==> src/logic/cit_defines.svh <==
// register indices, field positions, reset values for the interrupt tree
`ifndef CIT_DEFINES_SVH
`define CIT_DEFINES_SVH
`define CIT_IDX_TOP      8'h42
`define CIT_IDX_CHIP_WIDE_SUMMARY     8'h43
`define CIT_IDX_INCLK    8'h44
`define CIT_IDX_OUTCLK   8'h45
`define CIT_IDX_ALOOP    8'h46
`define CIT_IDX_DLOOP    8'h47
`define CIT_IDX_LOCK     8'h48
`define CIT_IDX_PINCTL   8'h50
`define CIT_TOP_CHIP_WIDE_SUMMARY     6
`define CIT_TOP_OUT      5
`define CIT_TOP_IN       4
`define CIT_TOP_DLOOP    3
`define CIT_TOP_ALOOP    2
`define CIT_TOP_IE       1
`define CIT_TOP_INT      0
`define CIT_CHIP_WIDE_SUMMARY_BOOT    7
`define CIT_CHIP_WIDE_SUMMARY_PHASE   1
`define CIT_CHIP_WIDE_SUMMARY_MEAS    0
`define CIT_LK_EN2       6
`define CIT_LK_CHG2      5
`define CIT_LK_NOW2      4
`define CIT_LK_BOTH      3
`define CIT_LK_EN1       2
`define CIT_LK_CHG1      1
`define CIT_LK_NOW1      0
`define CIT_PIN_ROUTE    0
`define CIT_PIN_INVERT   1
`define CIT_RST_REG      8'h00
`define CIT_RESP_OKAY    2'b00
`define CIT_RESP_SLVERR  2'b10
`define CIT_SYNC_STAGES  2
`endif

==> src/logic/cit_pkg.sv <==
// types shared by the interrupt tree
package cit_pkg;
  typedef logic [7:0] cit_byte_t;
  // latched status and enable bits handed in by the sibling blocks
  typedef struct packed {
    logic            boot_done;
    logic            adj_latched;
    logic            adj_enable;
    logic            rdy_latched;
    logic            rdy_enable;
    logic [2:0]      val_latched;
    logic [2:0]      val_enable;
    logic [2:0][7:0] out_latched;
    logic [2:0][7:0] out_enable;
    logic [7:0]      dl_latched_a;
    logic [7:0]      dl_latched_b;
    logic [7:0]      dl_enable_a;
    logic [7:0]      dl_enable_b;
  } cit_src_s;
  // real-time lock levels from the loops, not on this clock
  typedef struct packed {
    logic first_lock;
    logic second_lock;
    logic dloop_lock;
  } cit_lock_s;
endpackage : cit_pkg

==> src/logic/cit_top.sv <==
// interrupt aggregation tree with lock status and axi4-lite slave
//
// Overview of operation
// - chip-wide summary is OR of global status bits
// - output-side summary is OR of output status
// - input-side summary is OR of input status
// - digital-loop summary is OR of its status
// - analog-loop summary is OR of its status
// - master enable bit gates the master flag
// - master flag is summaries ORed, ANDed with enable
// - master flag can drive a general-purpose pin
// - boot complete cleared at reset, set when boot ends
// - phase-shift summary is latched bit AND enable
// - phase-measure summary is latched bit AND enable
// - per-input summary is validity change AND enable
// - per-output summary is any latched AND enable
// - analog-loop status bit is lock latches AND enables
// - digital-loop status bit is latched AND enable pairs
// - second-lock enable gates the second-lock change latch into the analog-loop summary; the latch itself sets regardless
// - second-lock latch sets on any second-lock level change
// - writing one clears second-lock latch, zero keeps
// - combined lock reads one when first, second and digital-loop locks all hold
// - first-lock latch sets on change, write-one clears
`timescale 1ns/10ps
`include "cit_defines.svh"

module cit_top #(
  parameter int ADDR_W = 12
) (
  input  wire logic              CLK,
  input  wire logic              ARST_N,
  input  wire cit_pkg::cit_src_s  SRC,
  input  wire cit_pkg::cit_lock_s LOCK,
  input  wire logic [ADDR_W-1:0] S_AXI_AWADDR,
  input  wire logic              S_AXI_AWVALID,
  output logic                   S_AXI_AWREADY,
  input  wire logic [31:0]       S_AXI_WDATA,
  input  wire logic [3:0]        S_AXI_WSTRB,
  input  wire logic              S_AXI_WVALID,
  output logic                   S_AXI_WREADY,
  output logic [1:0]             S_AXI_BRESP,
  output logic                   S_AXI_BVALID,
  input  wire logic              S_AXI_BREADY,
  input  wire logic [ADDR_W-1:0] S_AXI_ARADDR,
  input  wire logic              S_AXI_ARVALID,
  output logic                   S_AXI_ARREADY,
  output logic [31:0]            S_AXI_RDATA,
  output logic [1:0]             S_AXI_RRESP,
  output logic                   S_AXI_RVALID,
  input  wire logic              S_AXI_RREADY,
  output logic                   IRQ_PIN_O,
  output logic                   IRQ_PIN_OE
);

  // index is taken from address bits 9:2, so byte address needs ten bits
  if (ADDR_W < 10)
  begin : g_addr_check
    $error("cit_top: ADDR_W must be at least 10");
  end

  // lock synchronisers
  logic [2:0] sync1_q;
  logic [2:0] sync2_q;
  logic       lk1_prev_q;
  logic       lk2_prev_q;

  // software-visible state
  logic       master_en_q;
  logic       boot_q;
  logic       en1_q;
  logic       en2_q;
  logic       chg1_q;
  logic       chg2_q;
  logic       route_q;
  logic       invert_q;

  // bus state
  logic              aw_full_q;
  logic              w_full_q;
  logic [7:0]        aw_idx_q;
  logic [7:0]        w_byte_q;
  logic              w_lane_q;
  logic              bvalid_q;
  logic [1:0]        bresp_q;
  logic              awready_q;
  logic              wready_q;
  logic              arready_q;
  logic              rvalid_q;
  logic [31:0]       rdata_q;
  logic [1:0]        rresp_q;
  logic              irq_q;
  logic              irq_oe_q;

  // combinational
  logic       lk1_now;
  logic       lk2_now;
  logic       both_now;
  logic       phase_sum;
  logic       meas_sum;
  logic [2:0] in_sum;
  logic [2:0] out_sum;
  logic       aloop_sum;
  logic       dloop_sum;
  logic       chip_wide_summary_top;
  logic       out_top;
  logic       in_top;
  logic       dloop_top;
  logic       aloop_top;
  logic       master_flag;
  logic       aw_take;
  logic       w_take;
  logic       wr_fire;
  logic       aw_full_d;
  logic       w_full_d;
  logic       bvalid_d;
  logic       ar_take;
  logic       rvalid_d;
  logic       wr_lane;
  logic [7:0] wr_byte;
  logic [7:0] wr_idx;
  logic [7:0] rd_idx;
  logic       wr_mapped;
  logic       rd_mapped;
  logic [7:0] rd_byte;

  cit_pkg::cit_byte_t top_reg;
  cit_pkg::cit_byte_t chip_wide_summary_reg;
  cit_pkg::cit_byte_t lock_reg;

  // two flops per lock level; only the second stage is read
  always_ff @(posedge CLK or negedge ARST_N)
  begin
    if (!ARST_N)
    begin
      sync1_q <= 3'h0;
      sync2_q <= 3'h0;
    end
    else
    begin
      sync1_q <= {LOCK.first_lock, LOCK.second_lock, LOCK.dloop_lock};
      sync2_q <= sync1_q;
    end
  end

  assign lk1_now  = sync2_q[2];
  assign lk2_now  = sync2_q[1];
  assign both_now = lk1_now & lk2_now & sync2_q[0];

  always_ff @(posedge CLK or negedge ARST_N)
  begin
    if (!ARST_N)
    begin
      lk1_prev_q <= 1'b0;
      lk2_prev_q <= 1'b0;
    end
    else
    begin
      lk1_prev_q <= lk1_now;
      lk2_prev_q <= lk2_now;
    end
  end

  // summaries stay combinational so they fall as soon as sources clear
  assign phase_sum = SRC.adj_latched & SRC.adj_enable;
  assign meas_sum  = SRC.rdy_latched & SRC.rdy_enable;
  assign in_sum    = SRC.val_latched & SRC.val_enable;

  for (genvar i = 0; i < 3; i++)
  begin : g_out
    assign out_sum[i] = |(SRC.out_latched[i] & SRC.out_enable[i]);
  end

  assign aloop_sum = (chg1_q & en1_q) | (chg2_q & en2_q);
  assign dloop_sum = |((SRC.dl_latched_a & SRC.dl_enable_a)
                     | (SRC.dl_latched_b & SRC.dl_enable_b));

  assign chip_wide_summary_top  = boot_q | phase_sum | meas_sum;
  assign out_top   = |out_sum;
  assign in_top    = |in_sum;
  assign dloop_top = dloop_sum;
  assign aloop_top = aloop_sum;

  assign master_flag = master_en_q
                     & (chip_wide_summary_top | out_top | in_top | dloop_top | aloop_top);

  // write channel: address and data accepted in either order
  assign aw_take = S_AXI_AWVALID & awready_q;
  assign w_take  = S_AXI_WVALID & wready_q;
  assign wr_fire = (aw_full_q | aw_take) & (w_full_q | w_take) & !bvalid_q;

  assign wr_idx  = aw_take ? S_AXI_AWADDR[9:2] : aw_idx_q;
  assign wr_byte = w_take ? S_AXI_WDATA[7:0] : w_byte_q;
  assign wr_lane = w_take ? S_AXI_WSTRB[0] : w_lane_q;

  always_comb
  begin
    aw_full_d = (aw_full_q | aw_take) & !wr_fire;
    w_full_d  = (w_full_q | w_take) & !wr_fire;
    bvalid_d  = wr_fire | (bvalid_q & !S_AXI_BREADY);
  end

  always_comb
  begin
    wr_mapped = 1'b0;
    case (wr_idx)
      `CIT_IDX_TOP,
      `CIT_IDX_CHIP_WIDE_SUMMARY,
      `CIT_IDX_INCLK,
      `CIT_IDX_OUTCLK,
      `CIT_IDX_ALOOP,
      `CIT_IDX_DLOOP,
      `CIT_IDX_LOCK,
      `CIT_IDX_PINCTL: wr_mapped = 1'b1;
      default:         wr_mapped = 1'b0;
    endcase
  end

  always_ff @(posedge CLK or negedge ARST_N)
  begin
    if (!ARST_N)
    begin
      aw_full_q <= 1'b0;
      w_full_q  <= 1'b0;
      aw_idx_q  <= 8'h00;
      w_byte_q  <= 8'h00;
      w_lane_q  <= 1'b0;
      bvalid_q  <= 1'b0;
      bresp_q   <= `CIT_RESP_OKAY;
      awready_q <= 1'b0;
      wready_q  <= 1'b0;
    end
    else
    begin
      aw_full_q <= aw_full_d;
      w_full_q  <= w_full_d;
      if (aw_take)
      begin
        aw_idx_q <= S_AXI_AWADDR[9:2];
      end
      if (w_take)
      begin
        w_byte_q <= S_AXI_WDATA[7:0];
        w_lane_q <= S_AXI_WSTRB[0];
      end
      bvalid_q  <= bvalid_d;
      if (wr_fire)
      begin
        bresp_q <= wr_mapped ? `CIT_RESP_OKAY : `CIT_RESP_SLVERR;
      end
      // one write in flight: readies drop until the response is taken
      awready_q <= !aw_full_d & !bvalid_d;
      wready_q  <= !w_full_d & !bvalid_d;
    end
  end

  // writable control bits; only byte lane 0 carries register data
  always_ff @(posedge CLK or negedge ARST_N)
  begin
    if (!ARST_N)
    begin
      master_en_q <= 1'b0;
      en1_q       <= 1'b0;
      en2_q       <= 1'b0;
      route_q     <= 1'b0;
      invert_q    <= 1'b0;
    end
    else if (wr_fire && wr_lane)
    begin
      if (wr_idx == `CIT_IDX_TOP)
      begin
        master_en_q <= wr_byte[`CIT_TOP_IE];
      end
      if (wr_idx == `CIT_IDX_LOCK)
      begin
        en1_q <= wr_byte[`CIT_LK_EN1];
        en2_q <= wr_byte[`CIT_LK_EN2];
      end
      if (wr_idx == `CIT_IDX_PINCTL)
      begin
        route_q  <= wr_byte[`CIT_PIN_ROUTE];
        invert_q <= wr_byte[`CIT_PIN_INVERT];
      end
    end
  end

  // lock change latches: a change in the clear cycle keeps the bit set
  always_ff @(posedge CLK or negedge ARST_N)
  begin
    if (!ARST_N)
    begin
      chg1_q <= 1'b0;
      chg2_q <= 1'b0;
    end
    else
    begin
      if (lk1_now != lk1_prev_q)
      begin
        chg1_q <= 1'b1;
      end
      else if (wr_fire && wr_lane && wr_idx == `CIT_IDX_LOCK && wr_byte[`CIT_LK_CHG1])
      begin
        chg1_q <= 1'b0;
      end
      if (lk2_now != lk2_prev_q)
      begin
        chg2_q <= 1'b1;
      end
      else if (wr_fire && wr_lane && wr_idx == `CIT_IDX_LOCK && wr_byte[`CIT_LK_CHG2])
      begin
        chg2_q <= 1'b0;
      end
    end
  end

  // boot done is sticky until the next device reset
  always_ff @(posedge CLK or negedge ARST_N)
  begin
    if (!ARST_N)
    begin
      boot_q <= 1'b0;
    end
    else if (SRC.boot_done)
    begin
      boot_q <= 1'b1;
    end
  end

  // read channel
  assign ar_take  = S_AXI_ARVALID & arready_q;
  assign rvalid_d = ar_take | (rvalid_q & !S_AXI_RREADY);
  assign rd_idx   = S_AXI_ARADDR[9:2];

  always_comb
  begin
    top_reg = `CIT_RST_REG;
    top_reg[`CIT_TOP_CHIP_WIDE_SUMMARY]  = chip_wide_summary_top;
    top_reg[`CIT_TOP_OUT]   = out_top;
    top_reg[`CIT_TOP_IN]    = in_top;
    top_reg[`CIT_TOP_DLOOP] = dloop_top;
    top_reg[`CIT_TOP_ALOOP] = aloop_top;
    top_reg[`CIT_TOP_IE]    = master_en_q;
    top_reg[`CIT_TOP_INT]   = master_flag;
  end

  always_comb
  begin
    chip_wide_summary_reg = `CIT_RST_REG;
    chip_wide_summary_reg[`CIT_CHIP_WIDE_SUMMARY_BOOT]  = boot_q;
    chip_wide_summary_reg[`CIT_CHIP_WIDE_SUMMARY_PHASE] = phase_sum;
    chip_wide_summary_reg[`CIT_CHIP_WIDE_SUMMARY_MEAS]  = meas_sum;
  end

  always_comb
  begin
    lock_reg = `CIT_RST_REG;
    lock_reg[`CIT_LK_EN2]  = en2_q;
    lock_reg[`CIT_LK_CHG2] = chg2_q;
    lock_reg[`CIT_LK_NOW2] = lk2_now;
    lock_reg[`CIT_LK_BOTH] = both_now;
    lock_reg[`CIT_LK_EN1]  = en1_q;
    lock_reg[`CIT_LK_CHG1] = chg1_q;
    lock_reg[`CIT_LK_NOW1] = lk1_now;
  end

  always_comb
  begin
    rd_byte   = 8'h00;
    rd_mapped = 1'b1;
    case (rd_idx)
      `CIT_IDX_TOP:    rd_byte = top_reg;
      `CIT_IDX_CHIP_WIDE_SUMMARY:   rd_byte = chip_wide_summary_reg;
      `CIT_IDX_INCLK:  rd_byte = {5'h00, in_sum};
      `CIT_IDX_OUTCLK: rd_byte = {5'h00, out_sum};
      `CIT_IDX_ALOOP:  rd_byte = {7'h00, aloop_sum};
      `CIT_IDX_DLOOP:  rd_byte = {7'h00, dloop_sum};
      `CIT_IDX_LOCK:   rd_byte = lock_reg;
      `CIT_IDX_PINCTL: rd_byte = {6'h00, invert_q, route_q};
      default:         rd_mapped = 1'b0;
    endcase
  end

  always_ff @(posedge CLK or negedge ARST_N)
  begin
    if (!ARST_N)
    begin
      arready_q <= 1'b0;
      rvalid_q  <= 1'b0;
      rdata_q   <= 32'h0000_0000;
      rresp_q   <= `CIT_RESP_OKAY;
    end
    else
    begin
      rvalid_q  <= rvalid_d;
      arready_q <= !rvalid_d;
      if (ar_take)
      begin
        rdata_q <= {24'h00_0000, rd_byte};
        rresp_q <= rd_mapped ? `CIT_RESP_OKAY : `CIT_RESP_SLVERR;
      end
    end
  end

  // pin follows the master flag one cycle later; invert suits an active-low line
  always_ff @(posedge CLK or negedge ARST_N)
  begin
    if (!ARST_N)
    begin
      irq_q    <= 1'b0;
      irq_oe_q <= 1'b0;
    end
    else
    begin
      irq_q    <= route_q & (master_flag ^ invert_q);
      irq_oe_q <= route_q;
    end
  end

  assign S_AXI_AWREADY = awready_q;
  assign S_AXI_WREADY  = wready_q;
  assign S_AXI_BVALID  = bvalid_q;
  assign S_AXI_BRESP   = bresp_q;
  assign S_AXI_ARREADY = arready_q;
  assign S_AXI_RVALID  = rvalid_q;
  assign S_AXI_RDATA   = rdata_q;
  assign S_AXI_RRESP   = rresp_q;
  assign IRQ_PIN_O     = irq_q;
  assign IRQ_PIN_OE    = irq_oe_q;

endmodule : cit_top

==> config.mk <==
export PLATFORM = sky130hd
export DESIGN_NAME = cit_top
export DESIGN_NICKNAME = d
export VERILOG_FILES = /design/src/logic/cit_pkg.sv /design/src/logic/cit_top.sv
export VERILOG_INCLUDE_DIRS = /design/src /design/src/logic
export SDC_FILE = /design/constraint.sdc
export NUM_CORES = 1
export LEC_CHECK = 0
export BUFFER_PORTS_ARGS = -buffer_cell sky130_fd_sc_hd__buf_2
export CORE_MARGIN = 3
export CORE_UTILIZATION = 40
export DETAILED_ROUTE_END_ITERATION = 8
export PLACE_DENSITY = 0.77
export SYNTH_ARGS = -nofsm -noshare
export SYNTH_HDL_FRONTEND = slang
export SYNTH_SLANG_ARGS = --single-unit
==> constraint.sdc <==
create_clock -name CLK -period 2.4 [get_ports CLK]
set_clock_uncertainty 0.05 [all_clocks]
set_input_delay 0.36 -clock CLK [delete_from_list [all_inputs] [get_ports CLK]]
set_output_delay 0.36 -clock CLK [all_outputs]
set_load 0.01 [all_outputs]
* Word-level counts from Yosys, hierarchy flattened
Cells that the tools add are included.
Storage, ports and cells: input bits 161, bits in registers 53
Cells by class: equal/unequal tests 18, bitwise logic cells 38, muxes and demuxes 12, reductions and logical operators 25
Operators by type and width (count):
- 8-bit by 7-bit == test with 1-bit output, second input constant | 16
- 8-bit case mux with 8 select lines | 1
- 8-bit OR reduction | 6
- 8-bit bitwise AND | 5
- 24-bit OR reduction | 1
- 1-bit bitwise AND | 19
- 1-bit bitwise OR | 11
- 1-bit zero test | 8
- 8-bit 2-to-1 mux | 1
- 8-bit bitwise OR | 1
- 1-bit 2-to-1 mux | 7
- 7-bit 2-to-1 mux | 1
- 2-bit AND reduction | 3
- 1-bit logical AND | 4
- 2-bit 2-to-1 mux | 2
- 2-bit nonzero test | 2
- 3-bit bitwise AND | 1
- 3-bit OR reduction | 1
- 1-bit inequality test | 2
- 1-bit bitwise XOR | 1

* Logic depth before layout (Yosys ltp)
Gate-level depths: netlist of run 1.
depth in word-level cells 10, mapped depth 6, mapped depth without buffers 6

* Worst setup path before layout of run 1
OpenSTA, ideal clock, no wires.
path type register to register, start reg awready_q (netlist: S_AXI_AWREADY), end reg master_en_q, path buffers 0, data arrival time 1.698 ns, slack 0.525 ns, data required time 2.222 ns, stages on the path, launching flop included 6, setup time 0.128 ns, clock period less this slack 1.875 ns, path through dfrtp_1 nand2_4 mux2i_2 nand4b_2 nor4_2 mux2_1
Between the ends: cells in the longest elaborated chain, start to end 6, elaborated cells on any way between the ends 8, those cells by class 1 x eq/ne; 1 x mux; 4 x bitwise; 2 x reduce/logical
RTL lines:
- from (decl) | line cit_top.sv:85 | logic awready_q;
- from (signal assigned) | line cit_top.sv:251 | awready_q <= !aw_full_d & !bvalid_d;
- 1-bit bitwise AND * | line cit_top.sv:187 | assign aw_take = S_AXI_AWVALID & awready_q;
- 1-bit bitwise OR | line cit_top.sv:189 | assign wr_fire = (aw_full_q | aw_take) & (w_full_q | w_take) & !bvalid_q;
- 1-bit bitwise AND (2 in a row) | line cit_top.sv:189
- 1-bit logical AND | line cit_top.sv:267 | else if (wr_fire && wr_lane)
- 2-bit AND reduction (no source line) *
- to (signal assigned) | line cit_top.sv:271 | master_en_q <= wr_byte[`CIT_TOP_IE];
- to (decl) | line cit_top.sv:68 | logic master_en_q;
Mark *: on every way between the ends. The rest lies on a longest branch, timed or not. A chain may end at the register's enable or synchronous reset.

* Final worst setup path of run 1
Same ends and word-level chain as after synthesis.

==> impl_metrics.py, run 1 <==
metrics = {
    "cts": {
        "path_clk_slew_ns": 0.09,
        "post_cts_resized": 0,
        "clk_path_buf_depth": 2,
        "cts.sinks": 49,
        "h-tree-depth": 2,
        "cts_tree": "built",
        "numCtsBuffers": 5,
        "cts-root-buf": "clkbuf_8",
        "clock_latency_ns": 0.31,
    },
    "finish": {
        "utilization_pct": 56.0,
        "num-fill-cells": 575,
        "fin_cells": 472,
        "drive_gt1_share_pct": 42.8,
        "antenna_cells": 0,
        "fin_area_mm2": 0.00345,
        "fin_nets": 557,
        "syn2layout_area_growth_pct": 30.6,
    },
    "yosys": {
        "synth-edff-count": 0,
        "synth_warnings": 0,
        "ys.flop_type": "dfrtp_1",
        "ys_async_sr_fraction_pct": 100,
        "yosys.area.top_type": "dfrtp_1",
        "synth_area_mm2": 0.00264,
        "seq_area_frac_synth_pct": 46.4,
        "yosysTopAreaCellShare_pct": 46.4,
        "synth.area.top_cells": "dfrtp_1 46%, buf_4 7.4%, a22oi_1 4.0%",
        "avgSynthCellArea_um2": 10.6,
        "ys_ff_latch": 49,
        "syn-instance-count": 250,
        "yosysUniqueCellTypes": 56,
    },
    "placed_design": {
        "dpl-instance-area_mm2": 0.00334,
        "routabilityCongestion": 0.839,
        "numPlacedInstances": 463,
        "dpl.hpwl_mm": 5.98,
        "port_buffers": 139,
        "dp_slack_ns": 0.349,
    },
    "timing": {
        "setup_violations": 0,
        "fin_crit_sh_pct": 85.4,
        "hold_viol_final": 0,
        "rsz0062_at_grt": "false",
        "slew_viol_final": 0,
        "setup_ws_ns": 0.351,
        "tns_ns": 0,
        "fmax_mhz": 488,
        "holdWs_ns": 0.107,
        "min_period_ns": 2.05,
    },
    "routing": {
        "via_count": 2441,
        "postRouteAntennaNets": 0,
        "drt_first_iter_violations": 164,
        "firstDrtPassIters": 4,
        "vias_per_cell": 5.17,
        "wl_per_cell_um": 15.1,
        "drc_errors": 0,
        "drt_wl_total_mm": 7.13,
    },
    "power_and_ir_drop": {
        "p_leak_nw": 1.76,
        "vdd_drop_max_uv": 460,
        "finalPower_mw": 2.46,
        "power_density_mw_per_mm2": 711,
    },
    "run_status": {
        "run_status": "finished, final reports clean",
    },
    "floorplanning": {
        "die_w_um": 87.3,
        "die_area_mm2": 0.00762,
        "core_mm2": 0.00617,
        "dieHeight_um": 87.3,
        "start_util_pct": 42.9,
        "fp-row-count": 28,
        "ios": 204,
    },
    "setup_path": {
        "r2r_slack_ns": 0.35,
        "endpoint_kind": "flop",
        "r2r-start": "S_AXI_AWREADY$_DFF_PN0_",
        "required_ns": 2.54,
        "worstSetupStartpoint": "S_AXI_AWREADY$_DFF_PN0_",
        "arrival_ns": 2.19,
        "worstSetupPathType": "reg2reg",
        "cp-start-kind": "flop",
        "crit_fanout": 10,
    },
    "min_path": {
        "min_path_type": "in2reg",
        "hp-start": "LOCK[0]",
    },
    "global_routing": {
        "grt_overflow_total": 0,
        "grtUsageTotal_pct": 19.1,
        "grt_pass1_wl_mm": 11.4,
        "grt_max_degree": 27,
        "antenna_found_initial": 0,
        "first_global_vias": 2383,
    },
    "run": {
        "max-cap-violations": 0,
    },
}
[flip-flops by register name, indices dropped and copies added, names as in the netlist, 3 cells and up]
name / flops
S_AXI_RDATA: 8
aw_idx_q: 8
w_byte_q: 5
sync1_q: 3
sync2_q: 3
[Yosys cell counts, types with 3 or more instances]
cell       n
nand2b_1   3
mux2_2     9
and3_1     3
mux2_1     5
nor2_1    13
nand4_1    4
dfrtp_1   49
buf_4     26
o21ai_0    7
xnor2_1    3
a31oi_1    4
a22o_1     8
or3_1      4
a221oi_1   5
nor3_1     4
a21oi_1    9
clkbuf_1   3
a22oi_1   14
nand2_1   19
o31ai_1    4
inv_1      8
[final timing paths]
kind / endpoint / cells after the start
worst max register to register: master_en_q$_DFFE_PN0P_ / 5
min in group asynchronous: IRQ_PIN_O$_DFF_PN0_ / 2
max in group asynchronous: lk1_prev_q$_DFF_PN0_ / 3
worst max-delay path: master_en_q$_DFFE_PN0P_ / 5
worst min register to register: sync2_q[1]$_DFF_PN0_ / 0
worst min-delay path: sync1_q[0]$_DFF_PN0_ / 1
[cells by family (layout without fill, tap and decap cells)]
| logic type | after synthesis | count (layout) | share of synthesized area (%) |
|---|---|---|---|
| xor gates and xnor gates | 3 | 3 | 0.994 |
| other | 1 | 26 | 0.142 |
| DFF | 49 | 49 | 46.4 |
| buffers and inverters | 38 | 160 | 9.09 |
| and+or+nand+nor | 71 | 71 | 15.7 |
| muxes | 19 | 19 | 8.66 |
| AOI/OAI and AO/OA | 69 | 69 | 19.0 |
[layer usage]
layer / GRT usage (%) / wire (um) / up-vias
met3: 4.82 / 511 / 6
met2: 29.5 / 3380 / 87
met4: 4.18 / 62 / 0
met1: 27.1 / 3180 / 1175
met5: 0 / 0 / -
li1: - / - / 1173
[layout by cell type, fill, tap and decap left out, types with 3 or more instances in the layout]
cell | synthesis | routed
buf_2 | 0 | 139
dfrtp_1 | 49 | 49
conb_1 | 1 | 26
nand2_1 | 19 | 19
a22oi_1 | 14 | 14
nor2_1 | 13 | 13
mux2_2 | 9 | 9
a21oi_1 | 9 | 9
inv_1 | 8 | 8
a22o_1 | 8 | 8
o21ai_0 | 7 | 7
clkbuf_8 | 0 | 6
a221oi_1 | 5 | 5
mux2_1 | 5 | 5
nand4_1 | 4 | 4
or3_1 | 4 | 4
o31ai_1 | 4 | 4
a31oi_1 | 4 | 4
nor3_1 | 4 | 4
nand2b_1 | 3 | 3
and3_1 | 3 | 3
xnor2_1 | 3 | 3
buf_4 | 26 | 3
[report_power, final]
part,switching (mW),internal [mW]
sequential,0.115,1.02
combinational,0.408,0.391
clock,0.283,0.239
[critical path: stages (launching register included)]
cell	delay [ns]
dfrtp_1	0.48
nand2_4	0.20
mux2i_2	0.31
nand4b_2	0.26
nor4_2	0.30
mux2_1	0.34
[cell type report]
class / instances / area (um^2) / share of cell area [%]
clock buffer: 6 / 82.6 / 2.39
clock inverter: 2 / 17.5 / 0.507
inverter: 9 / 33.8 / 0.979
multi-input combinational: 188 / 1270 / 36.8
sequential: 49 / 1230 / 35.5
tap: 75 / 93.8 / 2.72
timing repair buffer: 143 / 728 / 21.1
[timing repair]
item | CTS | global route
hold buffers | 1 | 0
endpoints found under the hold margin | 7 | 0
setup buffers | 0 | 0
Power figures use the tool's default switching activity.
==> run 2: changes to the inputs <==
--- a/config.mk
+++ b/config.mk
@@ -11,6 +11,7 @@
 export CORE_UTILIZATION = 40
 export DETAILED_ROUTE_END_ITERATION = 8
 export PLACE_DENSITY = 0.77
+export RECOVER_POWER = 25
 export SYNTH_ARGS = -nofsm -noshare
 export SYNTH_HDL_FRONTEND = slang
 export SYNTH_SLANG_ARGS = --single-unit
==> impl_metrics.py, run 2 (same netlist as run 1, synthesis figures left out) <==
metrics = {
    "timing": {
        "slew_viol_final": 0,
        "hold_viol_final": 0,
        "min_period_ns": 2.05,
        "slew_headroom_pct": 41.8,
        "fmax_mhz": 488,
        "setup_violations": 0,
        "tightest_slew_ns": 0.873,
        "tns_ns": 0,
        "rsz0062_at_grt": "false",
        "setup_ws_ns": 0.350,
        "fin_crit_sh_pct": 85.4,
    },
    "setup_path": {
        "critical-path-max-stage-delay_ns": 0.48,
        "path_buf_inv": 0,
        "crit_fanout": 10,
        "arrival_ns": 2.19,
        "cp_slowest_cell": "dfrtp_1",
        "r2r_cells": 5,
        "worstSetupStartpoint": "S_AXI_AWREADY$_DFF_PN0_",
        "endpoint_kind": "flop",
        "path_delay_family": "simple AND/OR/NAND/NOR gates",
        "r2r-start": "S_AXI_AWREADY$_DFF_PN0_",
        "required_ns": 2.54,
        "cp_cell_sequence": "nand2_4 > mux2i_2 > nand4b_2 > nor4_2 > mux2_1",
        "worstSetupPathType": "reg2reg",
        "cp_num_cells": 5,
        "cp-start-kind": "flop",
    },
    "power_and_ir_drop": {
        "swShare_pct": 32.8,
        "pwr-share-comb_pct": 32.5,
        "p_int_mw": 1.65,
        "p_leak_nw": 1.75,
        "vdd_drop_max_uv": 460,
        "p_seq_share_pct": 46.2,
        "power_density_mw_per_mm2": 712,
        "p_sw_uw": 805,
        "p_clk_share_pct": 21.3,
    },
    "global_routing": {
        "grtUsageTotal_pct": 19.1,
        "grt_max_degree": 27,
        "antenna_found_initial": 0,
        "first_global_vias": 2383,
        "grt_overflow_total": 0,
        "grt_pass1_wl_mm": 11.4,
    },
    "min_path": {
        "hp-start": "LOCK[0]",
        "min_path_type": "in2reg",
        "worstHoldPathCells": 1,
    },
    "placed_design": {
        "dpl.hpwl_mm": 5.98,
        "dp_slack_ns": 0.349,
        "routabilityCongestion": 0.839,
        "port_buffers": 139,
    },
    "run": {
        "max-cap-violations": 0,
    },
    "cts": {
        "hold_buffers": 1,
        "clk_path_buf_depth": 2,
        "cts-root-buf": "clkbuf_8",
        "cts.sinks": 49,
        "cts_tree": "built",
        "path_clk_slew_ns": 0.09,
        "post_cts_resized": 0,
        "h-tree-depth": 2,
        "numCtsBuffers": 5,
        "cts_setup_buffers": 0,
        "clock_latency_ns": 0.31,
    },
    "floorplanning": {
        "die_w_um": 87.3,
        "ios": 204,
        "fp-row-count": 28,
        "die_area_mm2": 0.00762,
        "core_mm2": 0.00617,
        "dieHeight_um": 87.3,
        "start_util_pct": 42.9,
    },
    "finish": {
        "antenna_cells": 0,
        "syn2layout_area_growth_pct": 30.4,
        "fin_nets": 557,
        "layout_commonest_cell": "buf_2",
        "drive_gt1_share_pct": 42.3,
        "layout_common_cells": "138 x buf_2, 49 x dfrtp_1, 26 x conb_1",
    },
    "routing": {
        "via_count": 2435,
        "drt_first_iter_violations": 170,
        "postRouteAntennaNets": 0,
        "drc_errors": 0,
        "firstDrtPassIters": 4,
        "wl_per_cell_um": 15.1,
        "vias_per_cell": 5.16,
        "drt_wl_total_mm": 7.12,
    },
    "run_status": {
        "run_status": "finished, final reports clean",
    },
}
==> run 2: per-stage QoR <==
step / hold slack [ns] / cells / util (%) / cell area [um^2] / power (mW)
floorplan: 0.0144 / 275 / - / 2740 / 1.68
global placement: 0.173 / 463 / 54.2 / 3340 / 1.92
global route: 0.0925 / 472 / 55.9 / 3450 / 2.63
finish: 0.107 / 472 / 55.9 / 3450 / 2.45
detailed placement: 0.173 / 463 / 54.2 / 3340 / 1.95
CTS: 0.0997 / 472 / 56.0 / 3450 / 2.47
==> run 2: final cells by class <==
cell class	count	area (um^2)
Clock inverter	2	17.5
Sequential cell	49	1230
Timing Repair Buffer	143	723
Inverter	9	33.8
Multi-Input combinational cell	188	1270
Clock buffer	6	82.6
Tap cell	75	93.8
Fill cell	575	2720
==> run 2: worst reg2reg max path, delay by kind of cell, from the launching register on <==
kind | cells | cell delay, ns
simple gates | 3 | 0.76
flops | 1 | 0.48
mux | 2 | 0.65
==> run 2: final timing paths <==
| path | to | slack [ns] |
|---|---|---|
| setup / recovery | master_en_q$_DFFE_PN0P_ | 0.35 |
| hold / removal | sync1_q[0]$_DFF_PN0_ | 0.11 |
| setup reg to reg | master_en_q$_DFFE_PN0P_ | 0.35 |
| hold reg to reg | sync2_q[1]$_DFF_PN0_ | 0.30 |
| max in group asynchronous | aw_idx_q[4]$_DFF_PN0_ | 0.70 |
| min in group asynchronous | IRQ_PIN_O$_DFF_PN0_ | 0.46 |
==> run 2: power groups by stage <==
stage | clock (mW) | combinational [mW] | sequential [mW]
2_1_floorplan | 0 | 0.538 | 1.15
3_3_place_gp | 0 | 0.774 | 1.14
3_5_place_dp | 0 | 0.800 | 1.15
4_1_cts | 0.535 | 0.803 | 1.13
5_1_grt | 0.578 | 0.894 | 1.16
6_report | 0.522 | 0.797 | 1.13
==> run 2: per-layer routing <==
layer  GRT usage, %  wire, um  up-vias
met5              0         0        -
met4           4.18        62        0
met3           4.82       567        6
met2           29.5      3360       92
met1           27.1      3130     1165
li1               -         -     1172
